<file path="config.mk">
export PLATFORM = sky130hd
export DESIGN_NAME = lsw_sweep_ctrl
export DESIGN_NICKNAME = d
export VERILOG_FILES = /design/src/rtl/lsw_pkg.sv /design/src/rtl/lsw_step_timer.sv /design/src/rtl/lsw_sweep_ctrl.sv
export SDC_FILE = /design/constraint.sdc
export NUM_CORES = 1
export LEC_CHECK = 0
export BUFFER_PORTS_ARGS = -buffer_cell sky130_fd_sc_hd__buf_2
export CAP_MARGIN = 20
export CORE_ASPECT_RATIO = 0.7
export CORE_MARGIN = 4
export CORE_UTILIZATION = 40
export CTS_BUF_LIST = sky130_fd_sc_hd__clkbuf_4 sky130_fd_sc_hd__clkbuf_8
export CTS_CLUSTER_DIAMETER = 200
export DETAILED_ROUTE_END_ITERATION = 10
export MAX_ROUTING_LAYER = met4
export SYNTH_ARGS = -nofsm -noshare
export SYNTH_HDL_FRONTEND = slang
export SYNTH_HIERARCHICAL = 1
export SYNTH_SLANG_ARGS = --single-unit
</file>
<file path="constraint.sdc">
create_clock -name i_clock -period 8.3 [get_ports i_clock]
set_input_delay 1.245 -clock i_clock [delete_from_list [all_inputs] [get_ports i_clock]]
set_output_delay 1.245 -clock i_clock [all_outputs]
set_load 0.02 [all_outputs]
</file>
<file path="src/rtl/lsw_pkg.sv">
// Purpose: Shared constants for the linear sweep and clear controller.
// Assumes: One 100 MHz system clock; registers are 64-bit parallel words.
// Notes:   Register indices are the printed register numbers.
package lsw_pkg;

	localparam int          LSW_CLK_MHZ     = 100;
	localparam int          LSW_ADDR_W      = 4;
	localparam int          LSW_FREQ_W      = 32;
	localparam int          LSW_PHASE_W     = 14;
	localparam int          LSW_RATE_W      = 16;

	localparam logic [3:0]  LSW_REG_LIMITS  = 4'h6;
	localparam logic [3:0]  LSW_REG_STEPS   = 4'h7;
	localparam logic [3:0]  LSW_REG_RATES   = 4'h8;

	// Field positions inside the 64-bit register words.
	localparam int          LSW_END_LSB     = 32;
	localparam int          LSW_START_LSB   = 0;
	localparam int          LSW_FALL_LSB    = 32;
	localparam int          LSW_RISE_LSB    = 0;
	localparam int          LSW_FRATE_LSB   = 16;
	localparam int          LSW_RRATE_LSB   = 0;

	localparam logic [63:0] LSW_RST_LIMITS  = 64'h0;
	localparam logic [63:0] LSW_RST_STEPS   = 64'h0;
	localparam logic [31:0] LSW_RST_RATES   = 32'h0;
	localparam logic [2:0]  LSW_RST_CODE    = 3'h0;
	localparam logic        LSW_RST_UP      = 1'b1;

	// Phase words sit in the top bits; this keeps only those bits.
	localparam logic [31:0] LSW_PHASE_MASK  = 32'hfffc0000;
	localparam logic [31:0] LSW_FULL_MASK   = 32'hffffffff;

	localparam logic [1:0]  LSW_DEST_FREQ   = 2'h0;
	localparam logic [1:0]  LSW_DEST_PHASE  = 2'h1;

	localparam logic [1:0]  LSW_DIR_OFF     = 2'h0;
	localparam logic [1:0]  LSW_DIR_UP      = 2'h1;
	localparam logic [1:0]  LSW_DIR_DOWN    = 2'h2;
	localparam logic [1:0]  LSW_DIR_BIDI    = 2'h3;

	typedef enum logic [4:0] {
		LSW_ST_IDLE = 5'b00001,
		LSW_ST_CLR  = 5'b00010,
		LSW_ST_UP   = 5'b00100,
		LSW_ST_DOWN = 5'b01000,
		LSW_ST_HOLD = 5'b10000
	} lsw_state_t;

endpackage

</file>
<file path="src/rtl/lsw_step_timer.sv">
// Purpose: Step interval timer; pulses once every interval system clocks.
// Assumes: The interval input may change at any time.
// Notes:   A zero interval is treated as one cycle.
module lsw_step_timer
	import lsw_pkg::*;
#(
	parameter int RATE_W = LSW_RATE_W
) (
	input  wire logic              i_clock,
	input  wire logic              i_arst_n,
	input  wire logic              i_load,
	input  wire logic              i_run,
	input  wire logic [RATE_W-1:0] i_interval,
	output logic                   o_expire
);

	typedef struct packed {
		logic [RATE_W-1:0] cnt;
		logic              exp;
	} lsw_tmr_t;

	lsw_tmr_t          s_q;
	lsw_tmr_t          s_d;
	logic [RATE_W-1:0] reload;

	always_comb begin
		// A new interval only takes effect at the next reload.
		reload = (i_interval == '0) ? '0 : i_interval - 1'b1;
		s_d = s_q;
		s_d.exp = 1'b0;
		if (i_load) begin
			s_d.cnt = reload;
		end else if (i_run) begin
			if (s_q.cnt == '0) begin
				s_d.exp = 1'b1;
				s_d.cnt = reload;
			end else begin
				s_d.cnt = s_q.cnt - 1'b1;
			end
		end
	end

	always_ff @(posedge i_clock or negedge i_arst_n) begin
		if (!i_arst_n) begin
			s_q <= '0;
		end else begin
			s_q <= s_d;
		end
	end

	assign o_expire = s_q.exp;

endmodule

</file>
<file path="src/rtl/lsw_sweep_ctrl.sv">
// Purpose: Linear sweep auxiliary accumulator with clear controls.
// Assumes: Control bits arrive as synchronous levels from a control word.
// Notes:   Register writes take effect at once, even mid-sweep.
module lsw_sweep_ctrl
	import lsw_pkg::*;
#(
	parameter int WORD_W = LSW_FREQ_W,
	parameter int RATE_W = LSW_RATE_W
) (
	input  wire logic              i_clock,
	input  wire logic              i_arst_n,
	input  wire logic              i_reg_wr,
	input  wire logic              i_reg_rd,
	input  wire logic [3:0]        i_reg_addr,
	input  wire logic [63:0]       i_reg_wdata,
	input  wire logic              i_io_update,
	input  wire logic              i_serial_mode,
	input  wire logic              i_profile_from_pins,
	input  wire logic [2:0]        i_profile_bits,
	input  wire logic [2:0]        i_profile_select_pins,
	input  wire logic              i_aux_acc_enable,
	input  wire logic [1:0]        i_destination,
	input  wire logic              i_level_trigger,
	input  wire logic              i_no_dwell,
	input  wire logic              i_clear_aux_cont,
	input  wire logic              i_clear_phase_cont,
	input  wire logic              i_autoclear_aux,
	input  wire logic              i_autoclear_phase,
	output logic [63:0]            o_reg_rdata,
	output logic [WORD_W-1:0]      o_sweep_word,
	output logic                   o_drive_freq,
	output logic                   o_drive_phase,
	output logic                   o_phase_acc_clear,
	output logic                   o_sweep_busy
);

	// One registered copy of every piece of controller state except the step timer's own count and expire flag.
	typedef struct packed {
		lsw_state_t        st;
		logic [WORD_W-1:0] acc;
		logic [63:0]       limits;
		logic [63:0]       steps;
		logic [31:0]       rates;
		logic [2:0]        prev_code;
		logic              going_up;
		logic              tmr_load;
		logic [63:0]       rdata;
		logic              to_freq;
		logic              to_phase;
		logic              ph_clr;
		logic              busy;
	} lsw_regs_t;

	lsw_regs_t         s_q;
	lsw_regs_t         s_d;
	logic [2:0]        code;
	logic [1:0]        dir;
	logic              trigger;
	logic              is_phase;
	logic [WORD_W-1:0] mask;
	logic [WORD_W-1:0] lim_end;
	logic [WORD_W-1:0] lim_start;
	logic [WORD_W-1:0] step_rise;
	logic [WORD_W-1:0] step_fall;
	logic [WORD_W:0]   sum_up;
	logic [WORD_W:0]   diff_dn;
	logic [RATE_W-1:0] interval;
	logic              tmr_expire;
	logic              restart_up;
	logic              restart_dn;
	logic              tmr_run;
	logic              code_changed;
	logic              is_freq;
	logic              hit_end;
	logic              hit_start;

	// The timer is reloaded at every start and turnaround, so a new
	// interval word is picked up by the next step.
	lsw_step_timer #(
		.RATE_W (RATE_W)
	) u_timer (
		.i_clock    (i_clock),
		.i_arst_n   (i_arst_n),
		.i_load     (s_q.tmr_load),
		.i_run      (tmr_run),
		.i_interval (interval),
		.o_expire   (tmr_expire)
	);

	always_comb begin
		// Pins can only steer the sweep in serial mode.
		if (i_serial_mode && i_profile_from_pins) begin
			code = i_profile_select_pins;
		end else begin
			code = i_profile_bits;
		end
		dir = code[1:0];
		// Any change of the active code counts, as does the strobe.
		code_changed = (code != s_q.prev_code);
		trigger = i_io_update || code_changed;
		tmr_run = (s_q.st == LSW_ST_UP) || (s_q.st == LSW_ST_DOWN);
		is_freq = (i_destination == LSW_DEST_FREQ);
		is_phase = (i_destination == LSW_DEST_PHASE);
		// Phase sweeps keep only the top bits of every word and limit.
		if (is_phase) begin
			mask = LSW_PHASE_MASK[WORD_W-1:0];
		end else begin
			mask = LSW_FULL_MASK[WORD_W-1:0];
		end

		lim_end   = s_q.limits[LSW_END_LSB +: WORD_W] & mask;
		lim_start = s_q.limits[LSW_START_LSB +: WORD_W] & mask;
		step_rise = s_q.steps[LSW_RISE_LSB +: WORD_W] & mask;
		step_fall = s_q.steps[LSW_FALL_LSB +: WORD_W] & mask;
		// The interval follows the present direction of travel.
		if (s_q.going_up) begin
			interval = s_q.rates[LSW_RRATE_LSB +: RATE_W];
		end else begin
			interval = s_q.rates[LSW_FRATE_LSB +: RATE_W];
		end

		sum_up  = {1'b0, s_q.acc} + {1'b0, step_rise};
		diff_dn = {1'b0, s_q.acc} - {1'b0, step_fall};
		// A carry means the host let it overflow; it then wraps freely.
		hit_end   = !sum_up[WORD_W] && (sum_up[WORD_W-1:0] >= lim_end);
		// A borrow means the step went past zero, so it counts as start.
		hit_start = diff_dn[WORD_W] || (diff_dn[WORD_W-1:0] <= lim_start);

		// Level mode restarts only while the matching profile bit is high.
		restart_up = i_level_trigger && code[0];
		restart_dn = i_level_trigger && code[1];

		s_d = s_q;
		s_d.prev_code = code;
		s_d.tmr_load = 1'b0;
		s_d.rdata = '0;
		s_d.to_freq = i_aux_acc_enable && is_freq;
		s_d.to_phase = i_aux_acc_enable && is_phase;
		// Phase clear is independent of anything done to the aux side.
		s_d.ph_clr = i_clear_phase_cont
			|| (i_autoclear_phase && trigger);

		// Writes land at once, so a sweep in flight picks up new words.
		if (i_reg_wr) begin
			unique case (i_reg_addr)
				LSW_REG_LIMITS: s_d.limits = i_reg_wdata;
				LSW_REG_STEPS:  s_d.steps = i_reg_wdata;
				LSW_REG_RATES:  s_d.rates = i_reg_wdata[31:0];
				default: ;
			endcase
		end
		// Read data stands for one cycle after the strobe, else zero.
		if (i_reg_rd) begin
			unique case (i_reg_addr)
				LSW_REG_LIMITS: s_d.rdata = s_q.limits;
				LSW_REG_STEPS:  s_d.rdata = s_q.steps;
				LSW_REG_RATES:  s_d.rdata = {32'h0, s_q.rates};
				default:        s_d.rdata = '0;
			endcase
		end

		// Disable and continuous clear override every trigger.
		if (!i_aux_acc_enable || i_clear_aux_cont) begin
			s_d.st = LSW_ST_IDLE;
			s_d.acc = '0;
		end else if (trigger && i_autoclear_aux) begin
			// Clear for one cycle, then release into the requested sweep.
			s_d.st = LSW_ST_CLR;
			s_d.acc = '0;
		end else if (trigger || s_q.st == LSW_ST_CLR) begin
			unique case (dir)
				LSW_DIR_UP, LSW_DIR_BIDI: begin
					s_d.st = LSW_ST_UP;
					s_d.acc = lim_start;
					s_d.going_up = 1'b1;
					s_d.tmr_load = 1'b1;
				end
				LSW_DIR_DOWN: begin
					// Ramp down begins wherever the accumulator stands.
					s_d.st = LSW_ST_DOWN;
					s_d.going_up = 1'b0;
					s_d.tmr_load = 1'b1;
				end
				default: begin
					s_d.st = LSW_ST_IDLE;
				end
			endcase
		end else begin
			unique case (s_q.st)
				LSW_ST_UP: begin
					if (tmr_expire) begin
						if (hit_end) begin
							// No-dwell drops straight back to zero here.
							s_d.acc = i_no_dwell ? '0 : lim_end;
							// Bidirectional mode turns round at the limit.
							if (dir == LSW_DIR_BIDI) begin
								s_d.st = LSW_ST_DOWN;
								s_d.going_up = 1'b0;
								s_d.tmr_load = 1'b1;
							end else begin
								s_d.st = LSW_ST_HOLD;
							end
						end else begin
							s_d.acc = sum_up[WORD_W-1:0];
						end
					end
				end
				LSW_ST_DOWN: begin
					if (tmr_expire) begin
						if (hit_start) begin
							s_d.acc = lim_start;
							// Bidirectional mode turns round at the limit.
							if (dir == LSW_DIR_BIDI) begin
								s_d.st = LSW_ST_UP;
								s_d.going_up = 1'b1;
								s_d.tmr_load = 1'b1;
							end else begin
								s_d.st = LSW_ST_HOLD;
							end
						end else begin
							s_d.acc = diff_dn[WORD_W-1:0];
						end
					end
				end
				LSW_ST_HOLD: begin
					if (dir == LSW_DIR_UP && restart_up) begin
						// A level restart upwards begins at the start limit.
						s_d.st = LSW_ST_UP;
						s_d.acc = lim_start;
						s_d.going_up = 1'b1;
						s_d.tmr_load = 1'b1;
					end else if (dir == LSW_DIR_DOWN && restart_dn) begin
						// A level restart downwards begins at the end limit.
						s_d.st = LSW_ST_DOWN;
						s_d.acc = lim_end;
						s_d.going_up = 1'b0;
						s_d.tmr_load = 1'b1;
					end
				end
				default: ;
			endcase
		end

		// Busy is registered so the pin never sees a state decode glitch.
		s_d.busy = (s_d.st == LSW_ST_UP) || (s_d.st == LSW_ST_DOWN);
	end

	always_ff @(posedge i_clock or negedge i_arst_n) begin
		if (!i_arst_n) begin
			s_q <= '{
				st:        LSW_ST_IDLE,
				acc:       '0,
				limits:    LSW_RST_LIMITS,
				steps:     LSW_RST_STEPS,
				rates:     LSW_RST_RATES,
				prev_code: LSW_RST_CODE,
				going_up:  LSW_RST_UP,
				tmr_load:  1'b0,
				rdata:     64'h0,
				to_freq:   1'b0,
				to_phase:  1'b0,
				ph_clr:    1'b0,
				busy:      1'b0
			};
		end else begin
			s_q <= s_d;
		end
	end

	assign o_reg_rdata       = s_q.rdata;
	assign o_sweep_word      = s_q.acc;
	assign o_drive_freq      = s_q.to_freq;
	assign o_drive_phase     = s_q.to_phase;
	assign o_phase_acc_clear = s_q.ph_clr;
	assign o_sweep_busy      = s_q.busy;

endmodule

</file>
==> flow_summary_export.csv, run 1 <==
group,metric,value,unit
power,ir_worst_vdd,0.000145,V
sta,rsz0062_at_grt,"no",
yosys,yosysWarnings,6,
clock_network,cts_tree,"yes",
sta,final_max_slew_viol_count,0,
sta,whs,0.518,ns
sta,timing.fmax,140,MHz
yosys,ys.flop_type,"dfrtp_1",
critical_path,critPathMaxFanout,43,
global_routing,grt_pass1_vias,16600,
clock_network,max-clock-path-buffers,3,
placement,globalplace.congestion,0.984,
clock_network,holdBufCountCts,0,
critical_path,reg2reg_from,"o_sweep_word[1]$_DFFE_PN0P_",
finish,syn2layout_area_growth,9.75,%
placement,port_buffers,189,
sta,fin_crit_sh,86.0,%
finish,drive_gt1_share,22.0,%
sta,tightest_slew,1.11,ns
yosys,seq_area_frac_synth,35.4,%
global_routing,grt_pass1_wl,107,mm
clock_network,insertion_delay,0.66,ns
global_routing,grt_overflow_total,0,
floorplanning,start_util,40.8,%
sta,skew,0.0456,ns
placement,dp_hpwl,54.4,mm
clock_network,path_clk_slew,0.06,ns
critical_path,cp_common_cell,"a21oi_1",
route,first_pass_iters,5,
clock_network,root_buffer,"clkbuf_8",
yosys,synth_edf_count,0,
yosys,synth_adder_area_share,8.28,%
placement,post-place-ws,0.671,ns
critical_path,start_kind,"primary input",
sta,finalSetupTns,0,ns
route,wl_per_cell,24.0,um
placement,dp_cells,2872,
yosys,syn_area,20300,um^2
critical_path,r2r-end,"o_sweep_busy$_DFF_PN0_",
yosys,synthCells,2196,
floorplanning,core.rowCount,68,
critical_path,r2r_cells,21,
critical_path,crit_type,"in2reg",
route,viasPerCell,5.90,
clock_network,cts_resized,0,
sta,finalSetupViolations,0,
global_routing,grt.total_usage,26.2,%
critical_path,arrival,7.64,ns
yosys,synth_top_family_by_area,"compound AO/OA/AOI/OAI gates",
yosys,netlist-cell-type-count,99,
worst_hold_path,min_to,"o_reg_rdata[63]$_DFF_PN0_",
sta,hold_viol,0,
floorplanning,die_y,196,um
power,leakage,10.3,nW
sta,relSlewSlack,25.5,%
route,num_vias,17500,
flow_run,maxCapViolCount,0,
floorplanning,die_w,277,um
floorplanning,die_area,54400,um^2
yosys,synth_mux_area_share,13.5,%
yosys,synth_compound_area_share,17.3,%
worst_hold_path,min_path_type,"reg2reg",
clock_network,post_cts_buffers,0,
worst_hold_path,worst_hold_startpoint,"s_q[232]$_DFFE_PN0P_",
worst_hold_path,min_path_cells,2,
global_routing,grt_start_max_net_pins,102,
yosys,ys_ff_latch,287,
clock_network,htreeDepth,2,
yosys,synth_nets,2419,
critical_path,worstPathCellList,"buf_2 -> nand2b_2 -> and2_1 -> ha_1 -> fa_1 -> nand2b_1 -> a21oi_1 -> o21ai_1 -> a21oi_1 -> a21oi_1 -> o31ai_1 -> a31oi_1 -> xnor2_1 -> ha_1 -> nand4_1 -> nor3_1 -> nand3_1 -> or4_1 -> a211oi_4 -> buf_12 -> o21ai_0 -> a31oi_1 -> mux2i_1 -> nor4_2",
outcome,status,"finished, final reports clean",
critical_path,cp.required,8.81,ns
critical_path,cp_slowest_cell,"or4_1",
global_routing,antenna_found_initial,3,
sta,post-route-min-period,7.14,ns
sta,fin_ws,1.16,ns
critical_path,crit_path_end_kind,"flop",
route,wirelength,71.3,mm
yosys,syn_area_per_cell,9.24,um^2
route,ant_nets,0,
clock_network,clock_sinks,287,
clock_network,numCtsBuffers,51,
critical_path,r2r_setup_slack,1.78,ns
yosys,synth-simple-area-share,15.2,%
floorplanning,core,49700,um^2
critical_path,cpPeakStageDelay,0.60,ns
finish,final_core_util,44.8,%
finish,final_cells,2967,
floorplanning,ios,190,
power,p_per_area,249,nW/um^2
route,drc,0,
yosys,async_flop_share,100,%
yosys,synth_xor_area_share,2.89,%
route,drt_iter0_drc,1680,
finish,nets,2484,
-- critical path: cells and delay by family --
kind                     cells  cell delay [ns]
XOR/XNOR                     1             0.40
AND/OR/NAND/NOR              8             2.09
buffers and inverters        2             0.39
adder cells (fa/ha/maj)      3             0.84
multiplexers                 1             0.34
AO/OA/AOI/OAI                9             2.30
-- stage by stage --
stage | area, um^2 | power (mW)
floorplan | 20300 | 3.38
global placement | 21200 | 4.03
detailed placement | 21200 | 4.08
CTS | 22200 | 5.52
global route | 22300 | 5.86
finish | 22300 | 5.55
-- registers in the layout (all words and copies together) (netlist names) --
register and cells:
o_drive_freq 1, o_drive_phase 1, o_phase_acc_clear 1, o_reg_rdata 64
o_sweep_busy 1, o_sweep_word 32, s_q 170, u_timer/o_expire 1
u_timer/s_q 16
-- cell usage in the layout (no fill, tap or decap), drive strengths merged, types with 22 or more instances in the layout --
cell and instances:
dfrtp 285, buf 215, nand2 212, mux2 154, nor2 149, o21ai 148
ha 131, a21oi 127, mux2i 100, inv 87, clkbuf 75, and2 62
nand3 59, nor3 45, xnor2 42, o221ai 31, o211ai 27, xor2 25
nand4 24, a21o 22
-- synth_stat cells (all sizes together) (16+ instances only) --
library cell  instances  area (um^2)
mux2i               100         1000
xor2                 25          219
o221ai               31          278
a211oi               19          153
xnor2                42          368
dfrtp               285         7130
o21a                 16          120
nand3                59          295
clkbuf               74          278
mux2                154         1730
o21ai               148          744
a21oi               127          636
nor2                149          559
nand2               212          796
buf                 129          891
a21o                 22          165
inv                  87          327
ha                  131         1640
nand4                24          150
nor3                 45          225
and2                 62          388
o211ai               27          213
-- final cells by class --
class / count / area, um^2
multi-input combinational: 1618 / 11600
sequential: 287 / 7180
fill: 4908 / 27400
inverter: 88 / 330
clock buffer: 75 / 957
tap: 665 / 832
timing repair buffer: 215 / 1190
clock inverter: 16 / 121
antenna: 3 / 7.51
-- layer usage --
| layer | up-vias | share of wire [%] | GRT usage [%] |
|---|---|---|---|
| li1 | 7988 | - | - |
| met1 | 8584 | 49 | 40.4 |
| met2 | 865 | 39 | 34.2 |
| met3 | 72 | 11 | 6.76 |
| met4 | 0 | 1.5 | 4.81 |
| met5 | - | 0 | - |
-- report_power, final --
part / total [mW] / switching [mW] / leakage [nW] / internal [mW]
registers: 1.94 / 0.298 / 3.67 / 1.64
clock network: 1.42 / 0.650 / 0.562 / 0.772
logic: 2.19 / 1.31 / 6.10 / 0.881
-- cell families after synthesis --
group           count (synthesis)
simple gates                  639
compound gates                525
mux                           254
buf+inv                       291
fa+ha+maj                     133
flops                         287
xor+xnor                       67
-- worst max-delay path by stage --
| stage | startpoint | to | cells past startpoint |
|---|---|---|---|
| after floorplan | i_destination[1] | o_sweep_word[22]$_DFFE_PN0P_ | 28 |
| after global placement | i_destination[1] | o_sweep_busy$_DFF_PN0_ | 24 |
| after detailed placement | i_destination[1] | o_sweep_busy$_DFF_PN0_ | 24 |
| after CTS | i_destination[1] | o_sweep_busy$_DFF_PN0_ | 24 |
| after global routing | i_destination[1] | o_sweep_word[13]$_DFFE_PN0P_ | 25 |
| final | i_destination[1] | o_sweep_busy$_DFF_PN0_ | 24 |
(Power assumes the default switching activity.)
==> run 2, diff against run 1 <==
==> constraint.sdc (replaced) <==
create_clock -name i_clock -period 7.05 [get_ports i_clock]
set_input_delay 1.0575 -clock i_clock [delete_from_list [all_inputs] [get_ports i_clock]]
set_output_delay 1.0575 -clock i_clock [all_outputs]
set_load 0.02 [all_outputs]
==> run 2 against run 1 <==
- sequential share of layout area decreased by 0.32 points
- cell area increased by 1.0%
- register-to-register slack got worse by 0.80 ns
- critical path type unchanged
- largest power group unchanged
- highest routed layer unchanged
==> flow_summary_export.csv, run 2 (synthesis gave the netlist of run 1 again) <==
group,metric,value,unit
critical_path,critPathMaxFanout,33,
critical_path,cp.required,7.57,ns
route,first_pass_iters,6,
worst_hold_path,min_path_type,"in2async",
sta,finalSetupViolations,0,
sta,post-route-min-period,6.51,ns
clock_network,numCtsBuffers,50,
finish,largest_register_ffs,170,
critical_path,crit_type,"in2reg",
finish,syn2layout_area_growth,10.8,%
floorplanning,die_w,277,um
finish,antenna_cells,0,
route,viasPerCell,5.90,
sta,rsz0062_at_grt,"no",
sta,fin_ws,0.539,ns
route,route.met3.wl,7.63,mm
flow_run,maxCapViolCount,0,
sta,finalSetupTns,0,ns
route,num_vias,17600,
route,wirelength,70.8,mm
finish,top_register,"s_q",
sta,fin_crit_sh,92.4,%
global_routing,grt.total_usage,26.2,%
clock_network,post_cts_buffers,0,
global_routing,grt_pass1_wl,107,mm
clock_network,cts_tree,"yes",
clock_network,htreeDepth,2,
finish,final_cell_mix,"dfrtp_1, nand2_1, buf_2, mux2_2, nor2_1",
global_routing,grt_start_max_net_pins,118,
clock_network,clock_sinks,287,
global_routing,grt_overflow_total,0,
sta,final_max_slew_viol_count,0,
outcome,status,"finished, final reports clean",
floorplanning,core.rowCount,68,
clock_network,holdBufCountCts,0,
route,top_layer,"met4",
route,wl_met1,34.7,mm
finish,final_core_util,45.3,%
floorplanning,ios,190,
sta,timing.fmax,154,MHz
placement,dp_hpwl,54.0,mm
sta,relSlewSlack,22.8,%
critical_path,crit_path_end_kind,"flop",
sta,whs,0.467,ns
clock_network,max-clock-path-buffers,3,
clock_network,cts_resized,0,
power,p_per_area,296,nW/um^2
placement,post-place-ws,0.0193,ns
floorplanning,die_area,54400,um^2
critical_path,start_kind,"primary input",
route,wl_met2,27.6,mm
route,ant_nets,0,
route,wl_per_cell,23.7,um
floorplanning,die_y,196,um
route,drc,0,
finish,nets,2502,
floorplanning,core,49700,um^2
sta,skew,0.0241,ns
floorplanning,start_util,40.8,%
clock_network,insertion_delay,0.65,ns
placement,port_buffers,189,
power,ir_worst_vdd,0.000136,V
sta,hold_viol,0,
clock_network,root_buffer,"clkbuf_8",
route,drt_iter0_drc,1597,
global_routing,antenna_found_initial,0,
finish,layout_commonest_cell,"dfrtp_1",
finish,drive_gt1_share,22.6,%
sta,tightest_slew,1.16,ns
clock_network,path_clk_slew,0.06,ns
global_routing,grt_pass1_vias,17100,
power,leakage,10.5,nW
placement,globalplace.congestion,0.960,
critical_path,arrival,7.03,ns
## run 2: power by group
| group | leakage (nW) | internal, mW | total, mW | switching (mW) |
|---|---|---|---|---|
| registers | 3.67 | 1.93 | 2.27 | 0.347 |
| logic | 6.20 | 1.09 | 2.62 | 1.53 |
| clock network | 0.602 | 1.00 | 1.76 | 0.757 |
| total | 10.5 | 4.02 | 6.66 | 2.64 |
## run 2: metal layers
layer	global-route usage, %	up-vias
li1	-	8018
met1	39.5	8703
met2	34.7	800
met3	7.74	70
met4	4.39	0
met5	-	-
## run 2: worst paths after layout
kind                       depth (start not counted)  slack (ns)                           end                        start
setup / recovery                                  24        0.54  o_sweep_word[19]$_DFFE_PN0P_             i_destination[1]
hold / removal                                     1        0.47          s_q[210]$_DFFE_PN0P_                     i_arst_n
hold reg to reg                                    1        0.53          s_q[122]$_DFFE_PN0P_         s_q[122]$_DFFE_PN0P_
min in group i_clock                               1        0.53          s_q[122]$_DFFE_PN0P_         s_q[122]$_DFFE_PN0P_
max in group asynchronous                          2        5.05     o_reg_rdata[23]$_DFF_PN0_                     i_arst_n
setup reg to reg                                  21        0.98  o_sweep_word[19]$_DFFE_PN0P_  o_sweep_word[1]$_DFFE_PN0P_
## run 2: cell type report
| class | instances | area [um^2] |
|---|---|---|
| Tap cell | 665 | 832 |
| Multi-Input combinational cell | 1618 | 11600 |
| Sequential cell | 287 | 7180 |
| Inverter | 88 | 330 |
| Fill cell | 4833 | 27200 |
| Timing Repair Buffer | 234 | 1360 |
| Clock buffer | 80 | 995 |
| Clock inverter | 12 | 144 |
## run 2: critical path: stages
cell and delay, ns:
buf_2 0.11, nand2b_2 0.31, buf_12 0.23, nand2_1 0.11
ha_1 0.23, nor2b_1 0.14, o31ai_1 0.39, a211oi_1 0.22
o21ai_2 0.27, a2111oi_1 0.14, or4b_1 0.54, a31oi_1 0.23
xnor2_1 0.16, ha_1 0.33, nand4_1 0.17, nor3_1 0.30
nand3_1 0.15, or4_1 0.60, a211oi_4 0.42, buf_12 0.25
mux2i_1 0.22, o22ai_1 0.10, a211oi_1 0.24, o21ai_0 0.10
## run 2: through the flow
stage,total power [mW],instances,instance area (um^2)
floorplan,3.98,2196,20300
global placement,4.81,2892,21400
detailed placement,4.85,2892,21400
CTS,6.64,2984,22500
global route,7.07,2984,22500
finish,6.66,2984,22500
